[src/aif_pkg.sv]
package aif_pkg;

  // ****************************************
  // Register map
  // ****************************************
  localparam int          ADDR_W      = 6;
  localparam logic [5:0]  STATUS_ADDR = 6'h00;
  localparam logic [5:0]  IFMODE_ADDR = 6'h02;
  localparam logic [5:0]  CHECK_ADDR  = 6'h03;
  localparam logic [5:0]  RESULT_ADDR = 6'h04;
  localparam logic [5:0]  GPIO_ADDR   = 6'h06;
  localparam logic [5:0]  SETUP_ADDR  = 6'h20;

  // ****************************************
  // Reset values
  // ****************************************
  localparam logic [15:0] IFMODE_RST  = 16'h0000;
  localparam logic [15:0] GPIO_RST    = 16'h0800;
  localparam logic [15:0] SETUP_RST   = 16'h0000;
  localparam logic [23:0] CHECK_RST   = 24'h000000;
  localparam logic [23:0] RESULT_RST  = 24'h000000;

  // ****************************************
  // Field positions and codes
  // ****************************************
  localparam int          IFM_WL_BIT   = 0;
  localparam int          IFM_RSV_BIT  = 1;
  localparam int          IFM_PROT_LSB = 2;
  localparam int          IFM_CHK_BIT  = 5;
  localparam int          IFM_STAT_BIT = 6;
  localparam logic [1:0]  PROT_OFF     = 2'h0;
  localparam logic [1:0]  PROT_XOR     = 2'h1;
  localparam logic [1:0]  PROT_CRC     = 2'h2;
  localparam logic [15:0] GPIO_RSV_MSK = 16'he000;
  localparam int          SETUP_POL_BIT = 12;
  localparam int          STAT_RDYN_BIT = 7;
  localparam int          STAT_ERR_BIT  = 3;
  localparam logic [24:0] ROUND_HALF    = 25'h0000080;
  localparam logic [23:0] SIGN_FLIP     = 24'h800000;
  localparam logic [2:0]  BYTES_16      = 3'h2;
  localparam logic [2:0]  BYTES_24      = 3'h3;
  localparam logic [2:0]  BYTES_8       = 3'h1;

  typedef enum logic {
    RD_IDLE,
    RD_BUSY
  } aif_rd_state_type;

endpackage

[src/aif_fmt_if.sv]
interface aif_fmt_if;
  logic [23:0] raw;
  logic        unipolar;
  logic        short_word_select;
  logic [23:0] coded;

  modport src (output raw, output unipolar, output short_word_select, input coded);
  modport fmt (input raw, input unipolar, input short_word_select, output coded);
endinterface

[src/aif_result_fmt.sv]
module aif_result_fmt (
  aif_fmt_if.fmt f
);

  logic [23:0] code;
  logic [24:0] sum;
  logic [15:0] short_word;

  always_comb begin
    // Converter delivers two's complement; negative input clamps in unipolar
    if (f.unipolar) begin
      code = f.raw[23] ? 24'h000000 : {f.raw[22:0], 1'b0};
    end else begin
      code = f.raw ^ aif_pkg::SIGN_FLIP;
    end
    // Rounding saturates so full scale never wraps to zero
    sum        = {1'b0, code} + aif_pkg::ROUND_HALF;
    short_word = sum[24] ? 16'hffff : sum[23:8];
    f.coded    = f.short_word_select ? {8'h00, short_word} : code;
  end

endmodule

[src/aif_result_regs.sv]
// Function
// - Two-bit protection select, 00 unprotected
// - Protection adds exactly one checksum byte
// - Select 01: XOR on reads, CRC writes
// - Select 10: CRC on reads and writes
// - Short-word bit picks 24 or 16 bits
// - Mode write keeps old result, next changes
// - Checksum is XOR of covered registers
// - Checksum reads zero while checking disabled
// - Offset binary, or unipolar by polarity select
// - Result read drives ready high
// - Repeated result reads allowed, ready stays high
// - No result update during result read
// - Status appended after result when enabled
// - GPIO configuration top three bits read-only zero
// - Interface mode bit 1 read-only zero
// - Covered change sets error, disable clears
// - Mode, result, status not checksum covered
module aif_result_regs (
  input  wire logic                        i_clk,
  input  wire logic                        i_sys_rst,
  input  wire logic                        i_ce,
  input  wire logic                        i_wr_en,
  input  wire logic                        i_rd_start,
  input  wire logic                        i_rd_end,
  input  wire logic [aif_pkg::ADDR_W-1:0]  i_addr,
  input  wire logic [23:0]                 i_wdata,
  input  wire logic                        i_conv_valid,
  input  wire logic [23:0]                 i_conv_data,
  output logic      [31:0]                 o_rd_data,
  output logic      [2:0]                  o_rd_bytes,
  output logic      [7:0]                  o_rd_xor,
  output logic      [1:0]                  o_prot_sel,
  output logic                             o_extra_byte,
  output logic                             o_ready_n,
  output logic                             o_reg_error
);

  // ****************************************
  // State
  // ****************************************
  typedef struct packed {
    aif_pkg::aif_rd_state_type rd_st;
    logic [15:0]               ifmode;
    logic [15:0]               gpio;
    logic [15:0]               setup;
    logic [23:0]               result;
    logic                      res16;
    logic                      ready_n;
    logic                      pend;
    logic [23:0]               pend_val;
    logic                      pend16;
    logic [23:0]               check;
    logic [23:0]               golden;
    logic                      reg_err;
    logic [31:0]               rd_data;
    logic [2:0]                rd_bytes;
    logic [7:0]                rd_xor;
    logic [1:0]                prot;
    logic                      extra;
  } aif_state_type;

  aif_state_type q;
  aif_state_type d;
  aif_fmt_if     fmt_bus ();

  // ****************************************
  // Helpers
  // ****************************************
  function automatic logic is_result(input logic [aif_pkg::ADDR_W-1:0] a);
    is_result = (a == aif_pkg::RESULT_ADDR);
  endfunction

  // Mode, result and status stay outside the sum so that normal reads and
  // mode changes never trip the integrity flag
  function automatic logic [23:0] cover_xor(input logic [15:0] g, input logic [15:0] s);
    cover_xor = {8'h00, g} ^ {8'h00, s};
  endfunction

  function automatic logic [7:0] byte_xor(input logic [aif_pkg::ADDR_W-1:0] a,
                                          input logic [31:0]                data,
                                          input logic [2:0]                 n);
    logic [7:0] acc;
    acc = {2'b00, a};
    for (int i = 0; i < 4; i++) begin
      if (3'(i) < n) begin
        acc = acc ^ data[8*i +: 8];
      end
    end
    byte_xor = acc;
  endfunction

  assign fmt_bus.raw      = i_conv_data;
  assign fmt_bus.unipolar = q.setup[aif_pkg::SETUP_POL_BIT];
  assign fmt_bus.short_word_select = q.ifmode[aif_pkg::IFM_WL_BIT];

  aif_result_fmt u_fmt (
    .f (fmt_bus.fmt)
  );

  // ****************************************
  // Next state
  // ****************************************
  logic        busy;
  logic        res_rd;
  logic [7:0]  stat_byte;
  logic [31:0] mux_data;
  logic [2:0]  mux_bytes;
  logic [23:0] sum_now;

  always_comb begin
    d         = q;
    res_rd    = i_rd_start && is_result(i_addr);
    busy      = (q.rd_st == aif_pkg::RD_BUSY) || res_rd;
    stat_byte = 8'h00;
    stat_byte[aif_pkg::STAT_RDYN_BIT] = q.ready_n;
    stat_byte[aif_pkg::STAT_ERR_BIT]  = q.reg_err;
    mux_data  = 32'h00000000;
    mux_bytes = aif_pkg::BYTES_8;

    // Register writes
    if (i_wr_en) begin
      case (i_addr)
        aif_pkg::IFMODE_ADDR: begin
          d.ifmode = i_wdata[15:0];
          d.ifmode[aif_pkg::IFM_RSV_BIT] = 1'b0;
        end
        aif_pkg::GPIO_ADDR: begin
          d.gpio = i_wdata[15:0] & ~aif_pkg::GPIO_RSV_MSK;
        end
        aif_pkg::SETUP_ADDR: begin
          d.setup = i_wdata[15:0];
        end
        default: begin
          d.ifmode = q.ifmode;
        end
      endcase
    end

    // Protection select drives framing of the serial engine
    d.prot  = d.ifmode[aif_pkg::IFM_PROT_LSB +: 2];
    d.extra = (d.prot != aif_pkg::PROT_OFF);

    // Integrity checker
    sum_now = cover_xor(d.gpio, d.setup);
    if (d.ifmode[aif_pkg::IFM_CHK_BIT]) begin
      d.check = sum_now;
      if (!q.ifmode[aif_pkg::IFM_CHK_BIT]) begin
        d.golden = sum_now;
      end else if (sum_now != q.golden) begin
        d.reg_err = 1'b1;
      end
    end else begin
      d.check   = aif_pkg::CHECK_RST;
      d.reg_err = 1'b0;
    end

    // Read capture
    case (i_addr)
      aif_pkg::STATUS_ADDR: begin
        mux_data  = {24'h000000, stat_byte};
      end
      aif_pkg::IFMODE_ADDR: begin
        mux_data  = {16'h0000, q.ifmode};
        mux_bytes = aif_pkg::BYTES_16;
      end
      aif_pkg::CHECK_ADDR: begin
        mux_data  = {8'h00, q.check};
        mux_bytes = aif_pkg::BYTES_24;
      end
      aif_pkg::RESULT_ADDR: begin
        mux_bytes = q.res16 ? aif_pkg::BYTES_16 : aif_pkg::BYTES_24;
        mux_data  = {8'h00, q.result};
        if (q.ifmode[aif_pkg::IFM_STAT_BIT]) begin
          mux_data  = q.res16 ? {8'h00, q.result[15:0], stat_byte} : {q.result, stat_byte};
          mux_bytes = mux_bytes + 3'h1;
        end
      end
      aif_pkg::GPIO_ADDR: begin
        mux_data  = {16'h0000, q.gpio};
        mux_bytes = aif_pkg::BYTES_16;
      end
      aif_pkg::SETUP_ADDR: begin
        mux_data  = {16'h0000, q.setup};
        mux_bytes = aif_pkg::BYTES_16;
      end
      default: begin
        mux_data  = 32'h00000000;
      end
    endcase

    if (i_rd_start) begin
      d.rd_data  = mux_data;
      d.rd_bytes = mux_bytes;
      // Only the XOR mode is built here; CRC belongs to the serial engine
      d.rd_xor   = (q.prot == aif_pkg::PROT_XOR) ? byte_xor(i_addr, mux_data, mux_bytes) : 8'h00;
    end

    // Read engine
    case (q.rd_st)
      aif_pkg::RD_IDLE: begin
        if (res_rd) begin
          d.rd_st = aif_pkg::RD_BUSY;
        end
      end
      aif_pkg::RD_BUSY: begin
        // A new result read in the same cycle as the end keeps the hold
        if (i_rd_end && !res_rd) begin
          d.rd_st = aif_pkg::RD_IDLE;
        end
      end
      default: begin
        d.rd_st = aif_pkg::RD_IDLE;
      end
    endcase

    // Result update; length follows the mode at conversion time
    if (i_conv_valid) begin
      if (busy) begin
        d.pend     = 1'b1;
        d.pend_val = fmt_bus.coded;
        d.pend16   = q.ifmode[aif_pkg::IFM_WL_BIT];
      end else begin
        d.result  = fmt_bus.coded;
        d.res16   = q.ifmode[aif_pkg::IFM_WL_BIT];
        d.ready_n = 1'b0;
        d.pend    = 1'b0;
      end
    end else if (q.pend && !busy) begin
      d.result  = q.pend_val;
      d.res16   = q.pend16;
      d.ready_n = 1'b0;
      d.pend    = 1'b0;
    end

    // Any result read forces ready high until the next result is committed
    if (res_rd) begin
      d.ready_n = 1'b1;
    end
  end

  // ****************************************
  // Registers
  // ****************************************
  always_ff @(posedge i_clk) begin
    if (i_sys_rst) begin
      q          <= '0;
      q.rd_st    <= aif_pkg::RD_IDLE;
      q.ifmode   <= aif_pkg::IFMODE_RST;
      q.gpio     <= aif_pkg::GPIO_RST;
      q.setup    <= aif_pkg::SETUP_RST;
      q.result   <= aif_pkg::RESULT_RST;
      q.check    <= aif_pkg::CHECK_RST;
      q.ready_n  <= 1'b1;
      q.rd_bytes <= aif_pkg::BYTES_8;
    end else if (i_ce) begin
      q <= d;
    end
  end

  assign o_rd_data    = q.rd_data;
  assign o_rd_bytes   = q.rd_bytes;
  assign o_rd_xor     = q.rd_xor;
  assign o_prot_sel   = q.prot;
  assign o_extra_byte = q.extra;
  assign o_ready_n    = q.ready_n;
  assign o_reg_error  = q.reg_err;
endmodule

[config.mk]
export PLATFORM = sky130hd
export DESIGN_NAME = aif_result_regs
export DESIGN_NICKNAME = d
export VERILOG_FILES = /design/src/aif_pkg.sv /design/src/aif_fmt_if.sv /design/src/aif_result_fmt.sv /design/src/aif_result_regs.sv
export SDC_FILE = /design/constraint.sdc
export NUM_CORES = 1
export LEC_CHECK = 0
export BUFFER_PORTS_ARGS = -buffer_cell sky130_fd_sc_hd__clkbuf_2
export CAP_MARGIN = 20
export CORE_MARGIN = 5
export CORE_UTILIZATION = 40
export CTS_BUF_LIST = sky130_fd_sc_hd__clkbuf_8
export DETAILED_ROUTE_END_ITERATION = 6
export PLACE_DENSITY = 0.67
export SYNTH_ARGS = -nofsm -noshare
export SYNTH_HDL_FRONTEND = slang
export SYNTH_SLANG_ARGS = --single-unit
[constraint.sdc]
create_clock -name i_clk -period 3.2 [get_ports i_clk]
set_clock_uncertainty 0.2 [all_clocks]
set_input_delay 0.64 -clock i_clk [delete_from_list [all_inputs] [get_ports i_clk]]
set_output_delay 0.64 -clock i_clk [all_outputs]
set_load 0.01 [all_outputs]
======== Word-level counts from Yosys, hierarchy flattened ========
Cells that the tools add are included.
storage, ports and cells
  flip-flop bits (word level) ............. 195
cells by class
  bitwise logic cells ..................... 8
  add/subtract/negate cells ............... 2
  muxes and demuxes ....................... 34
  $lt $le $gt $ge ......................... 4
  reduce and logical (&&, ||, !) cells .... 19
  equality and inequality tests ........... 11
operators with widths
  kind                   count
  $pmux 32 s6            1
  $mux 24                3
  $mux 16                4
  $mux 32                2
  $mux 8                 8
  $mux 27                2
  $mux 38                1
  $mux 26                1
  $add 24x8->25 const B  1
  $ne 16x24->1           1
  $xor 8x8->8            3
  $reduce_and 3->1       6
  $xor 16x16->16         1
  $eq 6x2->1 const B     2
  $eq 6x3->1 const B     2
  $pmux 3 s3             1
  $mux 1                 8
  $xor 6x8->8            1
  $eq 6x6->1 const B     1
  $logic_not 6->1        1
  $lt 1x3->1 const A     2
  $lt 2x3->1 const A     2
  $mux 6                 1
  $ne 2x2->1 const B     2
  other kinds (14)       21

======== Logic depth before layout (Yosys ltp) ========
Gate-level depths: netlist of the first run.
  depth after elaboration ................. 16
  depth in mapped cells ................... 14
  depth with buffers taken out ............ 12

======== Hierarchy ========
Synthesis of the first run repeated with hierarchy kept, for this count alone.
unflattened totals
  cell total of the unflattened synthesis .. 1291
  area total of the unflattened synthesis .. 10198.5 um2
by module, submodules not included
  module           instances  cells each  area an instance (um2)
  aif_result_regs  1          1146        9237.6
  aif_result_fmt   1          145         960.9

======== Worst setup path after synthesis of the first run ========
OpenSTA, ideal clock, no wires.
  kind .................................... input-to-reg
  start ................................... input i_conv_data[23]
  end ..................................... register q[138] (netlist bit)
  stages on the path ...................... 13
  path slack .............................. -0.218 ns
  data arrival time ....................... 3.096 ns
  setup time .............................. 0.122 ns
  path through ............................ nor2b_1 clkbuf_1 nand2_1 o21ai_0 ha_1 nand2_1 a21oi_1 and2_1 nand2_1 nor4b_1 mux2i_1 nor3_1 a311o_1
between the ends
  word-level cells in the longest chain between the ends .. 7
  elaborated cells on any way between the ends .. 8
  classes of those cells .................. add/sub: 1; mux: 6; bitwise: 1
ends and longest elaborated chain
  item                                         line                    text
  start, declared                              aif_result_regs.sv:29   input wire logic [23:0] i_conv_data,
  $mux 24 / $not 1->1 (equally long branches)  -
  $mux 24 *                                    aif_result_fmt.sv:11    if (f.unipolar) begin
  $add 24x8->25                                aif_result_fmt.sv:17    sum = {1'b0, code} + aif_pkg::ROUND_HALF;
  $mux 16                                      aif_result_fmt.sv:18    short_word = sum[24] ? 16'hffff : sum[23:8];
  $mux 24 *                                    aif_result_fmt.sv:19    f.coded = f.short_word_select ? {8'h00, short_word} : code;
  $mux 26 *                                    aif_result_regs.sv:219  if (busy) begin
  $mux 27 *                                    aif_result_regs.sv:218  if (i_conv_valid) begin
  end, declared                                aif_result_regs.sv:63   aif_state_type q;
Mark *: on every way between the ends. The rest lies on a longest branch, timed or not. The select of a mux whose other input is x is not followed.
A chain may end at the register's enable or synchronous reset.

======== Worst setup path after layout of the first run ========
  start ................................... register q, in the netlist fmt_bus.unipolar
  end ..................................... register q[125] (netlist bit)
between the ends
  word-level cells in the longest chain between the ends .. 6
ends and longest elaborated chain
  item           line
  $mux 24 *      aif_result_fmt.sv:11
  $add 24x8->25  aif_result_fmt.sv:17
  $mux 16        aif_result_fmt.sv:18
  $mux 24 *      aif_result_fmt.sv:19
  $mux 26 *      aif_result_regs.sv:219
  $mux 27 *      aif_result_regs.sv:218
Marked as above.

==> reports/qor.csv, run 1 <==
metric,value,unit
hp-class,in2reg,
crit_type,reg2reg,
cts-root-buf,clkbuf_8,
status,"complete, no violations",
post-route-period-util,89.3,%
core_area,24500,um^2
grt_pass1_wl,52900,um
core.rowCount,57,
power_leakage,4.47,nW
cts_tree,yes,
report.final.slew_viol_count,0,
ff2ff_setup_slack,0.34,ns
syn_avg_cell_area,7.61,um^2
post_drt_via_cell_ratio,5.66,
ys_warn_count,0,
postCtsSetupBuffers,0,
timing.hold.worst_endpoint,q[160]$_SDFFE_PP0P_,
async_reset_ff_share,0,%
maxCapViolations,0,
grt-ovfl-total,0,
vias,10000,
ys_seq_elements,177,
n_fill_cell,2392,
p_per_area,368,nW/um^2
yosysTopAreaCell,dfxtp_1,
critPathMaxStageDelay,0.45,ns
worstRegToRegCells,10,
final_cells,1773,
fin_crit,2.86,ns
drc_errors,0,
netlist_area,9990,um^2
ys.flop_type,dfxtp_1,
syn2layout_area_growth,17.5,%
synthTopCellsByArea,"dfxtp_1 (35%), nand2_1 (9.7%), a21oi_1 (8.7%)",
finalHoldViolations,0,
drtIter0Drc,1471,
r2r-end,q[125]$_SDFFE_PP0P_,
whs_path_depth,3,
die_y,168,um
multi_input_area,5600,um^2
syn_inst,1314,
synth_edf_count,0,
initial_core_util,40.9,%
io_pins,109,
drt_pass1_iterations,7,
grt_max_degree,52,
clk_pin_slew,0.10,ns
post_drt_wl_per_cell,18.8,um
antenna_found_initial,2,
clk_latency,0.48,ns
htreeDepth,4,
hold_path.startpoint,i_wdata[13],
ys_seq_area_share,35.5,%
path_max_fanout,15,
synth_commonest_cells,"nand2_1 (258), dfxtp_1 (177), a21oi_1 (174)",
die_x,168,um
final_nets,1500,
die_area,28200,um^2
critPathArrivalTime,3.07,ns
cp_slowest_cell,a221oi_1,
n_antenna_cell,0,
slew_headroom,51.0,%
ir_drop,0.219,mV
cp.required,3.41,ns
routed_wl,33300,um
gp_congestion,0.996,
rr_startpoint,fmt_bus.unipolar$_SDFFE_PP0P_,
cp_num_buf_inv,2,
drive_gt1_share,21.0,%
cp-start-kind,flip-flop,
port_buffers,100,
syn_nets,1378,
synth_cell_types,75,
worst_slew_pin_slew,0.735,ns
dpl.cell_count,1741,
total_power,4.32,mW
fmax,0.350,GHz
drtAntennaViolNets,0,
setup_viol,0,
synth_most_common_cell,nand2_1,
endpoint_kind,flip-flop,
cts.sinks,177,
grt_pass1_vias,9407,
seqCellArea,3540,um^2
grt_usage,23.2,%
critPathTopFamily,simple AND/OR/NAND/NOR gates,
cts_made_buffers,17,
rsz0062_at_grt,false,
clock_tree.buffer_depth,2,
hpwlAfterDp,25300,um
synth_top_area_share,35.5,%
path_cells,buf_4 -> nand3b_1 -> a221oi_1 -> nand4_1 -> buf_4 -> or2_1 -> and2_0 -> a21oi_1 -> nand2_1 -> a21oi_1,
[layout by cell type, fill, tap and decap left out, drive strengths merged, types with 16 or more instances in the layout]
cell type  instances
nand2            259
dfxtp            177
a21oi            174
buf              141
clkbuf           117
nor2              93
xnor2             39
o21ai             37
inv               35
nor2b             31
nand3             29
a211oi            27
a22oi             25
nor3              25
a221oi            18
mux2i             18
nand2b            17
xor2              16
[layer usage]
layer  part of all wire (%)  GRT usage [%]
met1                     45           33.9
met2                     43           34.8
met3                    9.2           4.38
met4                    2.3           7.09
met5                  0.066              0
[cell families after synthesis]
family	after synthesis	synth area share [%]
AOI/OAI and AO/OA	371	23.7
xor gates and xnor gates	56	5.06
adders and majority gates	3	0.376
buffers and inverters	165	8.60
DFF	177	35.5
muxes	28	2.93
and+or+nand+nor	514	23.9
[worst register-to-register path, cell delays in order (launching register included)]
cell and delay, ns:
dfxtp_2 0.40, buf_4 0.21, nand3b_1 0.14, a221oi_1 0.45
nand4_1 0.20, buf_4 0.19, or2_1 0.23, and2_0 0.28
a21oi_1 0.28, nand2_1 0.09, a21oi_1 0.12
[flip-flops by register name, indices dropped and copies added, names as in the netlist]
signal / cells
fmt_bus.unipolar: 1
o_extra_byte: 1
fmt_bus.short_word_select: 1
o_rd_xor: 8
o_rd_data: 32
o_rd_bytes: 3
q: 129
o_reg_error: 1
o_ready_n: 1
[how the worst max path moves through the flow]
stage                                  startpoint                  endpoint  slack, ns  depth (start not counted)
finish              fmt_bus.unipolar$_SDFFE_PP0P_       q[125]$_SDFFE_PP0P_       0.34                         10
global route        fmt_bus.unipolar$_SDFFE_PP0P_       q[138]$_SDFFE_PP0P_       0.01                         13
CTS                 fmt_bus.unipolar$_SDFFE_PP0P_       q[137]$_SDFFE_PP0P_       0.15                          9
detailed placement                      i_addr[1]  o_reg_error$_SDFFE_PP0P_      -0.03                         10
global placement                        i_addr[1]  o_reg_error$_SDFFE_PP0P_      -0.01                         10
floorplan                         i_conv_data[23]       q[138]$_SDFFE_PP0P_       0.04                         13
[power by group]
group          leakage [nW]  internal, mW  total [mW]  switching [mW]
logic                  2.83         0.177       0.454           0.277
registers              1.43          2.24        2.27          0.0383
clock network         0.209         0.618        1.59           0.977
[area by class of cell]
class                      count  share of cell area [%]
multi-input combinational    972                    47.7
sequential                   177                    30.2
timing repair buffer         240                    14.2
tap                          324                    3.45
clock buffer                  18                    2.11
clock inverter                14                    1.41
inverter                      28                   0.895
[timing repair]
action / in CTS / in global routing
hold buffers: 0 / 0
gates resized for setup: 0 / 3
setup endpoints to repair: 0 / 8
[stage by stage]
| stage | hold WS [ns] | TNS, ns | cell area, um^2 | util (%) | setup slack, ns |
|---|---|---|---|---|---|
| 2_1_floorplan | 0.226 | 0 | 10000 | - | 0.0441 |
| 3_3_place_gp | 0.237 | -0.0116 | 11300 | 46.3 | -0.0116 |
| 3_5_place_dp | 0.244 | -0.0313 | 11300 | 46.3 | -0.0313 |
| 4_1_cts | 0.205 | 0 | 11700 | 48.0 | 0.153 |
| 5_1_grt | 0.234 | 0 | 11700 | 48.0 | 0.0111 |
| 6_report | 0.229 | 0 | 11700 | 48.0 | 0.341 |
(Power assumes the default switching activity.)
==> run 2: changes to the inputs <==
--- a/config.mk
+++ b/config.mk
@@ -8,10 +8,11 @@
 export BUFFER_PORTS_ARGS = -buffer_cell sky130_fd_sc_hd__clkbuf_2
 export CAP_MARGIN = 20
 export CORE_MARGIN = 5
-export CORE_UTILIZATION = 40
+export CORE_UTILIZATION = 55
 export CTS_BUF_LIST = sky130_fd_sc_hd__clkbuf_8
 export DETAILED_ROUTE_END_ITERATION = 6
-export PLACE_DENSITY = 0.67
+export GPL_ROUTABILITY_DRIVEN = 0
+export PLACE_DENSITY = 0.85
 export SYNTH_ARGS = -nofsm -noshare
 export SYNTH_HDL_FRONTEND = slang
 export SYNTH_SLANG_ARGS = --single-unit
==> run 2 against run 1 <==
Against the previous run:
- largest power group unchanged
- highest routed layer unchanged
- maximum frequency is 4.1% lower
- register-to-register slack worse by 0.12 ns
- hold slack worse by 0.013 ns
- power is 1.1% lower
- non-clock buffer count is 30 lower
- routed wire length is 5.0% lower
- global-route usage is 6.5 points higher
==> reports/qor.csv, run 2 (synthesis gave the netlist of run 1 again) <==
metric,value,unit
status,"complete, no violations",
cp-start-kind,flip-flop,
clk_pin_slew,0.10,ns
post_drt_via_cell_ratio,6.32,
grt_pass1_vias,9667,
ir_drop,0.337,mV
die_y,145,um
postCtsSetupBuffers,0,
path_max_fanout,11,
htreeDepth,4,
setup_viol,0,
finalHoldViolations,0,
hp-class,in2reg,
cp_num_buf_inv,0,
io_pins,109,
fin_area,11300,um^2
largest_register_ffs,129,
holdWs,0.216,ns
grt_pass1_wl,49300,um
post-route-period-util,93.1,%
place_area,10900,um^2
drive_gt1_share,19.2,%
n_antenna_cell,0,
die_x,145,um
globalRouteMet2Util,44.8,%
port_buffers,100,
worst_slew_pin_slew,0.731,ns
n_fill_cell,1509,
initial_core_util,55.8,%
report.final.slew_viol_count,0,
finalCoreUtilization,63.2,%
cts_made_buffers,17,
cp_slowest_cell,dfxtp_1,
final_nets,1470,
core_area,17900,um^2
fin_crit,2.98,ns
critPathArrivalTime,3.21,ns
grt_max_degree,151,
regMostFlops,q,
die_area,21000,um^2
grt-ovfl-total,0,
drc_errors,0,
drtIter0Drc,1735,
grt_usage,29.7,%
mostFrequentLayoutCells,"nand2_1 (258), dfxtp_1 (176), a21oi_1 (173)",
clk_latency,0.50,ns
slew_headroom,51.2,%
antenna_found_initial,1,
maxCapViolations,0,
routed_wl,31700,um
path_cells,mux2_2 -> a222oi_1 -> nand2_1 -> xnor2_1 -> a21oi_1 -> xor3_1 -> o21ai_0,
cts.sinks,177,
crit_type,reg2reg,
met3_usage,7.49,%
cp.required,3.43,ns
core.rowCount,49,
cts_tree,yes,
layout_commonest_cell,nand2_1,
p_per_area,378,nW/um^2
critPathTopFamily,compound AO/OA/AOI/OAI gates,
vias,10400,
rsz0062_at_grt,false,
clock_tree.buffer_depth,2,
power_leakage,4.29,nW
fmax,0.336,GHz
drtAntennaViolNets,0,
endpoint_kind,flip-flop,
critPathMaxStageDelay,0.74,ns
drt_pass1_iterations,6,
grt-busiest-layer,met2,
syn2layout_area_growth,13.2,%
cts-root-buf,clkbuf_8,
hpwlAfterDp,22900,um
total_power,4.27,mW
post_drt_wl_per_cell,19.2,um
met1_usage,39.8,%
run 2: timing repair:
item / 4_1_cts / 5_1_grt
endpoints found under the setup margin: 0 / 1
resized for setup: 0 / 1
hold buffers: 0 / 0
run 2: final cells by class:
type	instances	area, um^2	share of cell area [%]
Clock buffer	20	275	2.43
Clock inverter	12	114	1.01
Inverter	28	105	0.929
Multi-Input combinational cell	972	5600	49.5
Sequential cell	177	3540	31.3
Tap cell	229	287	2.53
Timing Repair Buffer	210	1390	12.3
run 2: per-layer routing:
layer / share of wire [%] / wire length (um)
met5: 0.032 / 10
met2: 43 / 13700
met3: 12 / 3890
met4: 4.5 / 1420
met1: 40 / 12600
run 2: power by group:
group,internal (mW),leakage [nW],switching (mW)
combinational,0.163,2.66,0.274
sequential,2.24,1.43,0.0387
clock,0.633,0.199,0.929
run 2: worst paths after layout:
kind,start,endpoint,slack [ns],cells past startpoint
setup reg to reg,q[185]$_SDFFE_PP0P_,o_rd_xor[5]$_SDFFE_PP0P_,0.22,7
setup / recovery,q[185]$_SDFFE_PP0P_,o_rd_xor[5]$_SDFFE_PP0P_,0.22,7
hold reg to reg,o_rd_data[17]$_SDFFE_PP0P_,o_rd_data[17]$_SDFFE_PP0P_,0.25,2
hold / removal,i_wdata[4],q[183]$_SDFFE_PP0P_,0.22,3
run 2: through the flow:
step / TNS [ns] / setup slack [ns] / instances
2_1_floorplan: 0 / 0.0441 / 1314
6_report: 0 / 0.220 / 1648
5_1_grt: 0 / 0.0721 / 1648
3_5_place_dp: -0.0183 / -0.0183 / 1616
3_3_place_gp: 0 / 0.0208 / 1616
4_1_cts: 0 / 0.149 / 1648
run 2: worst register-to-register path, delay by kind of cell (launching register included):
kind / cells / cell delay [ns]
AOI/OAI and AO/OA: 3 / 0.81
DFF: 1 / 0.74
xor gates and xnor gates: 2 / 0.54
muxes: 1 / 0.42
and+or+nand+nor: 1 / 0.21
